**config.mk**
```make
export PLATFORM = sky130hd
export DESIGN_NAME = pdw_power_down_wakeup
export DESIGN_NICKNAME = d
export VERILOG_FILES = /design/src/logic/pdw_power_down_wakeup.v
export VERILOG_INCLUDE_DIRS = /design/src /design/src/logic
export SDC_FILE = /design/constraint.sdc
export NUM_CORES = 1
export LEC_CHECK = 0
export BUFFER_PORTS_ARGS = -buffer_cell sky130_fd_sc_hd__buf_2
export CORE_MARGIN = 2
export CORE_UTILIZATION = 50
export CTS_CLUSTER_SIZE = 10
export DETAILED_ROUTE_END_ITERATION = 7
export GPL_ROUTABILITY_DRIVEN = 0
export GPL_TIMING_DRIVEN = 0
export PLACE_DENSITY = 0.72
export RECOVER_POWER = 25
export SLEW_MARGIN = 20
export SYNTH_ARGS = -nofsm -noshare
export SYNTH_HDL_FRONTEND = slang
export SYNTH_SLANG_ARGS = --single-unit
```
**constraint.sdc**
```tcl
create_clock -name sys_clk -period 2.05 [get_ports sys_clk]
set_clock_uncertainty 0.2 [all_clocks]
set_input_delay 0 -clock sys_clk [delete_from_list [all_inputs] [get_ports sys_clk]]
set_output_delay 0 -clock sys_clk [all_outputs]
set_load 0.03 [all_outputs]
```
**src/logic/pdw_map.vh**
```
// Constants for the power-down and wakeup control block.
`ifndef PDW_MAP_VH
`define PDW_MAP_VH
// Register select codes used with the accumulator transfer strobes.
`define PDW_SEL_WAKE_A     3'h0
`define PDW_SEL_WAKE_B     3'h1
`define PDW_SEL_WAKE_C     3'h2
`define PDW_SEL_WAKE_D     3'h3
`define PDW_SEL_PULL_A     3'h4
`define PDW_SEL_PULL_B     3'h5
`define PDW_SEL_PULL_C     3'h6
`define PDW_SEL_PULL_D     3'h7
// Reset values.
`define PDW_REG_RESET      4'h0
// Field positions in the third wakeup register.
`define PDW_C_IRQ_EN_BIT   0
`define PDW_C_EDGE_BIT     1
// Stack level forced in power-down.
`define PDW_SP_SLEEP       3'h7
// Counter-input selection in the timer-one control bits.
`define PDW_CNTR_SEL       2'h3
// Sleep mode codes.
`define PDW_MODE_RUN       2'h0
`define PDW_MODE_CLOCKED   2'h1
`define PDW_MODE_BACKUP    2'h2
`endif

```
**src/logic/pdw_power_down_wakeup.v**
```verilog
// Power-down sequencing and wakeup detection with wakeup and pull-up registers.
`timescale 1ns/10ps
`include "pdw_map.vh"

module pdw_power_down_wakeup
#(
	parameter KEY_W = 24
)
(
	// Clock and reset.
	input  wire             sys_clk,
	input  wire             reset,
	// Instruction strobes from the core, one cycle each.
	input  wire             sleepArmInstr,
	input  wire             sleepClockedInstr,
	input  wire             sleepBackupInstr,
	input  wire             dropDetectSleepEnableInstr,
	input  wire             anyInstr,
	// Accumulator transfer port.
	input  wire             accWrite,
	input  wire             accRead,
	input  wire [2:0]       regSel,
	input  wire [3:0]       accIn,
	output reg  [3:0]       accOut_ff,
	// State from the rest of the chip.
	input  wire             clockCountUnderflow,
	input  wire             clockCountReqFlag,
	input  wire             intPolarityHigh,
	input  wire [1:0]       timerOneCntrSel,
	input  wire             dropDetectPin,
	// Pins: P0..P3 on bits 15..0, D0..D7 on bits 23..16; interrupt pin.
	input  wire [KEY_W-1:0] keyPins,
	input  wire             intPin,
	// Sequencer outputs.
	output reg              cpuInitPulse_ff,
	output reg              warmRestart_ff,
	output reg              powerDownFlag_ff,
	output reg  [2:0]       stackPointerInit_ff,
	output reg              extReqSet_ff,
	output reg              sleeping_ff,
	output reg              oscStop_ff,
	output reg              displayOn_ff,
	output reg              dropDetectActive_ff,
	output reg              carrierPinOut_ff,
	output reg              carrierPinOe_ff,
	output reg  [15:0]      pullupEnable_ff
);

	// ************************************************************
	// Registers
	// ************************************************************
	reg [3:0] keyWakeEnableA_ff;
	reg [3:0] keyWakeEnableB_ff;
	reg [3:0] keyWakeEnableC_ff;
	reg [3:0] keyWakeEnableD_ff;
	reg [3:0] pullupEnableA_ff;
	reg [3:0] pullupEnableB_ff;
	reg [3:0] pullupEnableC_ff;
	reg [3:0] pullupEnableD_ff;
	reg [1:0] mode_ff;
	reg       armed_ff;
	reg       dropSleepArm_ff;
	reg [KEY_W-1:0] keyMeta_ff;
	reg [KEY_W-1:0] keySync_ff;
	reg [KEY_W-1:0] keyPrev_ff;
	reg       intMeta_ff;
	reg       intSync_ff;
	reg       intPrev_ff;
	reg       cntMeta_ff;
	reg       cntSync_ff;
	reg       uflMeta_ff;
	reg       uflSync_ff;
	reg       dropMeta_ff;
	reg       dropSync_ff;

	wire [KEY_W-1:0] keyEnable;
	// Per-group enables, widened to one bit per pin before they are joined.
	wire [7:0]       keyEnPortLow;
	wire [3:0]       keyEnPortTwo;
	wire [3:0]       keyEnPortThree;
	wire [7:0]       keyEnPortD;
	// Pull-up pin enables as they will stand in the output flop.
	wire [15:0]      nxtPullupEnable;
	wire [KEY_W-1:0] keyFall;
	wire       intLevelHit;
	wire       intEdgeHit;
	wire       intWake;
	wire       extWake;
	wire       timerWake;
	wire       wakeNow;
	wire       enterClocked;
	wire       enterBackup;

	// Expands four pair-enable bits to eight pin enables.
	function [7:0] pairs;
		input [3:0] e;
		begin
			pairs = {{2{e[3]}}, {2{e[2]}}, {2{e[1]}}, {2{e[0]}}};
		end
	endfunction

	// ************************************************************
	// Register writes and reads
	// ************************************************************
	always @(posedge sys_clk)
	begin
		if (reset)
		begin
			keyWakeEnableA_ff <= `PDW_REG_RESET;
			keyWakeEnableB_ff <= `PDW_REG_RESET;
			keyWakeEnableC_ff <= `PDW_REG_RESET;
			keyWakeEnableD_ff <= `PDW_REG_RESET;
			pullupEnableA_ff  <= `PDW_REG_RESET;
			pullupEnableB_ff  <= `PDW_REG_RESET;
			pullupEnableC_ff  <= `PDW_REG_RESET;
			pullupEnableD_ff  <= `PDW_REG_RESET;
			accOut_ff         <= 4'h0;
		end
		else
		begin
			// Retained across sleep: nothing below depends on the mode.
			if (accWrite)
			begin
				case (regSel)
					`PDW_SEL_WAKE_A: keyWakeEnableA_ff <= accIn;
					`PDW_SEL_WAKE_B: keyWakeEnableB_ff <= accIn;
					`PDW_SEL_WAKE_C: keyWakeEnableC_ff <= accIn;
					`PDW_SEL_WAKE_D: keyWakeEnableD_ff <= accIn;
					`PDW_SEL_PULL_A: pullupEnableA_ff <= accIn;
					`PDW_SEL_PULL_B: pullupEnableB_ff <= accIn;
					`PDW_SEL_PULL_C: pullupEnableC_ff <= accIn;
					`PDW_SEL_PULL_D: pullupEnableD_ff <= accIn;
					default: ;
				endcase
			end
			if (accRead)
			begin
				case (regSel)
					`PDW_SEL_WAKE_A: accOut_ff <= keyWakeEnableA_ff;
					`PDW_SEL_WAKE_B: accOut_ff <= keyWakeEnableB_ff;
					`PDW_SEL_WAKE_C: accOut_ff <= keyWakeEnableC_ff;
					`PDW_SEL_WAKE_D: accOut_ff <= keyWakeEnableD_ff;
					`PDW_SEL_PULL_A: accOut_ff <= pullupEnableA_ff;
					`PDW_SEL_PULL_B: accOut_ff <= pullupEnableB_ff;
					`PDW_SEL_PULL_C: accOut_ff <= pullupEnableC_ff;
					default:         accOut_ff <= pullupEnableD_ff;
				endcase
			end
		end
	end

	// ************************************************************
	// Input synchronisers
	// ************************************************************
	// Asynchronous pins pass two flops before use; a pulse sampled at a single clock edge still gets through.
	always @(posedge sys_clk)
	begin
		if (reset)
		begin
			keyMeta_ff  <= {KEY_W{1'b1}};
			keySync_ff  <= {KEY_W{1'b1}};
			keyPrev_ff  <= {KEY_W{1'b1}};
			intMeta_ff  <= 1'b0;
			intSync_ff  <= 1'b0;
			intPrev_ff  <= 1'b0;
			cntMeta_ff  <= 1'b0;
			cntSync_ff  <= 1'b0;
			uflMeta_ff  <= 1'b0;
			uflSync_ff  <= 1'b0;
			dropMeta_ff <= 1'b0;
			dropSync_ff <= 1'b0;
		end
		else
		begin
			keyMeta_ff  <= keyPins;
			keySync_ff  <= keyMeta_ff;
			keyPrev_ff  <= keySync_ff;
			intMeta_ff  <= intPin;
			intSync_ff  <= intMeta_ff;
			intPrev_ff  <= intSync_ff;
			cntMeta_ff  <= clockCountReqFlag;
			cntSync_ff  <= cntMeta_ff;
			uflMeta_ff  <= clockCountUnderflow;
			uflSync_ff  <= uflMeta_ff;
			dropMeta_ff <= dropDetectPin;
			dropSync_ff <= dropMeta_ff;
		end
	end

	// ************************************************************
	// Wakeup detection
	// ************************************************************
	// ************************************************************
	// Key enable map
	// ************************************************************
	// The pin vector is laid out with P0/P1 lowest, then P2, then P3,
	// and the D port on top. Each group is brought to exactly its own
	// width here so that the join below is the full vector and no bit of
	// one group can slide into the next.
	//
	// Ports P0 and P1 are enabled two pins per bit.
	assign keyEnPortLow   = pairs(keyWakeEnableA_ff);
	// Port P2 is enabled one pin per bit.
	assign keyEnPortTwo   = keyWakeEnableB_ff;
	// Port P3 shares its register with the interrupt pin controls, so
	// only the upper two bits are pair enables; the lower two never
	// reach a key line.
	assign keyEnPortThree = {{2{keyWakeEnableC_ff[3]}}, {2{keyWakeEnableC_ff[2]}}};
	// The D port is enabled two pins per bit.
	assign keyEnPortD     = pairs(keyWakeEnableD_ff);
	assign keyEnable      = {keyEnPortD, keyEnPortThree, keyEnPortTwo, keyEnPortLow};

	// A key wakes only on a high-to-low change of its synchronised level.
	// A key that is already held low when the core goes to sleep does not
	// wake it; the user must release and press again.
	assign keyFall = keyPrev_ff & ~keySync_ff & keyEnable;

	// ************************************************************
	// Pull-up map
	// ************************************************************
	// P0/P1 pull-ups are switched in pairs, P2 and P3 pin by pin. The
	// D-port pull-up register is kept and read back but has no pin here.
	assign nxtPullupEnable = {pullupEnableC_ff, pullupEnableB_ff, pairs(pullupEnableA_ff)};

	// Polarity follows the external interrupt control bit.
	assign intLevelHit = (intSync_ff == intPolarityHigh);
	assign intEdgeHit  = intPolarityHigh ? (intSync_ff & ~intPrev_ff) : (~intSync_ff & intPrev_ff);
	assign intWake = keyWakeEnableC_ff[`PDW_C_IRQ_EN_BIT] &
		(keyWakeEnableC_ff[`PDW_C_EDGE_BIT] ? intEdgeHit : intLevelHit);
	assign extWake   = (|keyFall) | intWake;
	assign timerWake = uflSync_ff | cntSync_ff;
	assign wakeNow   = extWake | ((mode_ff == `PDW_MODE_CLOCKED) & timerWake);

	// Sleep instructions are ignored unless the arm instruction came just before.
	assign enterClocked = armed_ff & sleepClockedInstr;
	assign enterBackup  = armed_ff & sleepBackupInstr & ~sleepClockedInstr;

	// ************************************************************
	// Sleep sequencer
	// ************************************************************
	always @(posedge sys_clk)
	begin
		if (reset)
		begin
			mode_ff             <= `PDW_MODE_RUN;
			armed_ff            <= 1'b0;
			dropSleepArm_ff     <= 1'b0;
			cpuInitPulse_ff     <= 1'b0;
			warmRestart_ff      <= 1'b0;
			powerDownFlag_ff    <= 1'b0;
			stackPointerInit_ff <= `PDW_SP_SLEEP;
			extReqSet_ff        <= 1'b0;
			sleeping_ff         <= 1'b0;
			oscStop_ff          <= 1'b0;
			displayOn_ff        <= 1'b1;
			dropDetectActive_ff <= 1'b0;
			carrierPinOut_ff    <= 1'b0;
			carrierPinOe_ff     <= 1'b0;
			pullupEnable_ff     <= 16'h0000;
		end
		else
		begin
			cpuInitPulse_ff <= 1'b0;
			warmRestart_ff  <= 1'b0;
			extReqSet_ff    <= 1'b0;
			// Pull-ups are retained through sleep, so they follow the
			// registers in every mode.
			pullupEnable_ff <= nxtPullupEnable;
			if (anyInstr)
				armed_ff <= sleepArmInstr;
			if (dropDetectSleepEnableInstr)
				dropSleepArm_ff <= 1'b1;
			case (mode_ff)
				`PDW_MODE_RUN:
				begin
					sleeping_ff         <= 1'b0;
					oscStop_ff          <= 1'b0;
					displayOn_ff        <= 1'b1;
					dropDetectActive_ff <= dropSync_ff;
					carrierPinOe_ff     <= 1'b0;
					if (enterClocked | enterBackup)
					begin
						mode_ff  <= enterClocked ? `PDW_MODE_CLOCKED : `PDW_MODE_BACKUP;
						armed_ff <= 1'b0;
						// Core, interrupt enables, PA/timer-two control, watchdog reinit.
						cpuInitPulse_ff     <= 1'b1;
						stackPointerInit_ff <= `PDW_SP_SLEEP;
						// External request, global enable and drop flag cleared by this pulse.
						// Timers one and two are left free; core treats them as undefined.
						sleeping_ff  <= 1'b1;
						oscStop_ff   <= enterBackup;
						displayOn_ff <= enterClocked;
						dropDetectActive_ff <= dropSleepArm_ff & dropSync_ff;
						carrierPinOut_ff <= 1'b0;
						carrierPinOe_ff  <= (timerOneCntrSel != `PDW_CNTR_SEL);
					end
				end
				`PDW_MODE_CLOCKED, `PDW_MODE_BACKUP:
				begin
					dropDetectActive_ff <= dropSleepArm_ff & dropSync_ff;
					if (wakeNow)
					begin
						mode_ff          <= `PDW_MODE_RUN;
						warmRestart_ff   <= 1'b1;
						powerDownFlag_ff <= 1'b1;
						// A level return leaves the external request flag clear.
						extReqSet_ff     <= intWake & keyWakeEnableC_ff[`PDW_C_EDGE_BIT];
						sleeping_ff      <= 1'b0;
						oscStop_ff       <= 1'b0;
						displayOn_ff     <= 1'b1;
						carrierPinOe_ff  <= 1'b0;
					end
				end
				default:
					mode_ff <= `PDW_MODE_RUN;
			endcase
		end
	end

endmodule // pdw_power_down_wakeup

```
==> metrics.txt <==
hold_sp=dropDetectSleepEnableInstr; Syn Inst Count=494; delay-heaviest family, CP=buffers and inverters; Setup crit start kind=input pin; area delta synth->final=37.7%; syn avg cell area=10.4 um^2; Yosys top cell area share=0.552; Critical Path RT=2.25 ns; Die Wd=105 um; iteration-0 DRC count of the detailed router=152; vias post-DR=3918; buffers added on ports=69; first-pass GRT wire length=18.2 mm; Hold Path Depth=4; FF+latch area=0.00285 mm^2; CP max FO=10; CTS tree=built; crit path DAT=2.18 ns; DRT antenna net count=0; # fillers=759; outcome=completed; worst hold slack=0.110 ns; final hold violation count=0; Worst path slowest cell=dlygate4sd3_1; slew margin rel.=0.648; HPWL Detailed=7.00 mm; drc violations=0; Lkg Pwr=0.00290 uW; final wirelength=11.1 mm; WL/cell=13.6 um; fmax=0.504 GHz; Pre-antenna DRT Iters=5; initial antenna violation count=0; fin nets=716; CP peak stage delay=0.56 ns; Pins Over Slew Limit=0; worst r2r src=armed_ff; Hold WC Path Type=input pin to flop; register bit total from synthesis=142; Core ar.=0.0101 mm^2; top post-synthesis cells by area=dfxtp_1, or2_2, mux2i_1; commonest non-fill, non-tap cell in the layout=dfxtp_1; dpl ws=-0.0692 ns; max cap viols=0; dominant cell type by area after synthesis=dfxtp_1; Hold Path End=dropSleepArm_ff; crit share post-route=0.969; IO Count=80; Final WS setup=0.0642 ns; Worst-Margin Slew=0.528 ns; number of global-route vias before repair=3905; sequential fraction of the synthesis area=0.552; crit path kind=input pin to flop; r2r worst-path depth=4; footprint of the multi-input gates=0.00212 mm^2; most frequent cells in the layout=dfxtp_1, dlygate4sd3_1, or2_2; Distinct cells, synth=59; Global Route Usage Sum=0.210; Vias/cell=4.81; H-Tree Depth=4; Site Rows=37; Max Buffers Root-to-Sink=2; CP Buf/Inv Count=4; die height=105 um; final setup fails=0; largest net degree at the start of global routing=17; worst vdd ir=546 uV; root buf cell=clkbuf_8; PD cells=918 mW/mm^2; die area=0.0111 mm^2; Ys Warns=0; Clock Sinks=142; crit path cell chain=dlygate4sd3_1 -> buf_4 -> buf_8 -> mux2_1 -> o2bb2ai_1 -> a21oi_1 -> o221ai_1 -> dlygate4sd3_1 -> a21oi_1; Post-synth EDFFs=0; latest clock arrival within the worst-skew pair=0.51 ns; reg-to-reg endpoint=armed_ff; antenna cell count=0; Worst R2R Setup Slack=0.07 ns; crit path time final=1.99 ns; Crit. End Element=flop; main flop type after synthesis=dfxtp_1; Reg clk slew, reported paths=0.06 ns; Syn Std Cell Area=0.00515 mm^2; Post-synth ARST share=0; layout cells sized above 1=0.270; total CTS buffers=17; Starting Density=0.508; Remaining Overflow, GRT=0
[worst register-to-register path: cells and delay by family (launching register included)]
| kind | cells | cell delay [ns] |
|---|---|---|
| and+or+nand+nor | 1 | 0.15 |
| buffers and inverters | 2 | 1.12 |
| muxes | 1 | 0.07 |
| DFF | 1 | 0.37 |
[where the power goes]
group / switching, uW / internal [uW]
Sequential: 39.8 / 2860
Clock: 1100 / 1990
Combinational: 252 / 273
[worst max-delay path by stage]
stage | startpoint | end | cells after the start
after floorplan | mode_ff[1] | displayOn_ff | 7
after detailed placement | mode_ff[1] | displayOn_ff | 7
after global placement | mode_ff[1] | displayOn_ff | 7
final | regSel[1] | accOut_ff[0] | 9
after CTS | mode_ff[1] | mode_ff[0] | 7
after global routing | mode_ff[1] | displayOn_ff | 7
[sequential cells by signal, indices dropped and copies added (netlist names), 2 cells and up]
| register | flops |
|---|---|
| keyWakeEnableC_ff | 4 |
| pullupEnableB_ff | 4 |
| pullupEnableC_ff | 4 |
| pullupEnable_ff | 12 |
| keyPrev_ff | 24 |
| mode_ff | 2 |
| keySync_ff | 24 |
| pullupEnableA_ff | 4 |
| keyWakeEnableA_ff | 4 |
| accOut_ff | 4 |
| pullupEnableD_ff | 4 |
| keyEnPortTwo | 4 |
| keyMeta_ff | 24 |
| keyWakeEnableD_ff | 4 |
[final cells by class]
cell class,count,area share
Clock inverter,11,0.0235
Tap cell,136,0.0240
Sequential cell,142,0.401
Inverter,7,0.00370
Multi-Input combinational cell,312,0.299
Clock buffer,20,0.0614
Buffer,35,0.0270
Timing Repair Buffer,151,0.160
[routing by layer]
| metal | vias to the layer above | routed length, um | share of wire | track usage |
|---|---|---|---|---|
| met5 | - | 0 | 0 | 0 |
| met4 | 0 | 229 | 0.021 | 0.104 |
| met3 | 23 | 534 | 0.048 | 0.0507 |
| met2 | 125 | 5480 | 0.49 | 0.356 |
| met1 | 1784 | 4860 | 0.44 | 0.250 |
| li1 | 1986 | - | - | - |
[metrics by stage]
step / utilization / cell area (um^2) / TNS (ns) / instances / power (uW)
final: 0.700 / 7090 / 0 / 814 / 6510
after global placement: 0.560 / 5670 / -0.0605 / 701 / 3330
after detailed placement: 0.560 / 5670 / -0.0692 / 701 / 3340
after CTS: 0.699 / 7090 / 0 / 813 / 6520
after global routing: 0.700 / 7090 / -0.00496 / 814 / 6760
after floorplan: - / 5160 / 0 / 496 / 3220
[repair_timing]
item	in CTS	in global routing
hold buffers	81	0
endpoints found under the setup margin	1	8
buffers inserted	0	1
hold endpoints to repair	93	0
gates resized for setup	2	10
[synth_stat cells, types with 3 or more instances]
master    count
dfxtp_1     142
or2_2        72
nor2_1       44
nor2b_1      39
mux2i_1      34
clkbuf_1     18
nand2_1      11
nand2b_1     10
a21oi_1       9
buf_4         9
o21ai_1       8
inv_1         7
nand3b_1      6
a31oi_1       5
o21ai_0       5
buf_2         4
a21boi_1      3
a22oi_1       3
and4_1        3
ha_1          3
nand3_1       3
nor3_1        3
nor4_1        3
o221ai_1      3
o31ai_1       3
[logic make-up (layout without fill, tap and decap cells)]
family,Yosys count,after routing,synth area share
other,2,4,0.00146
adders and majority gates,3,3,0.00729
xor gates and xnor gates,2,2,0.00340
muxes,37,37,0.0734
DFF,142,142,0.552
and+or+nand+nor,210,210,0.244
buffers and inverters,42,224,0.0413
AOI/OAI and AO/OA,56,56,0.0768
Power figures use the tool's default switching activity.
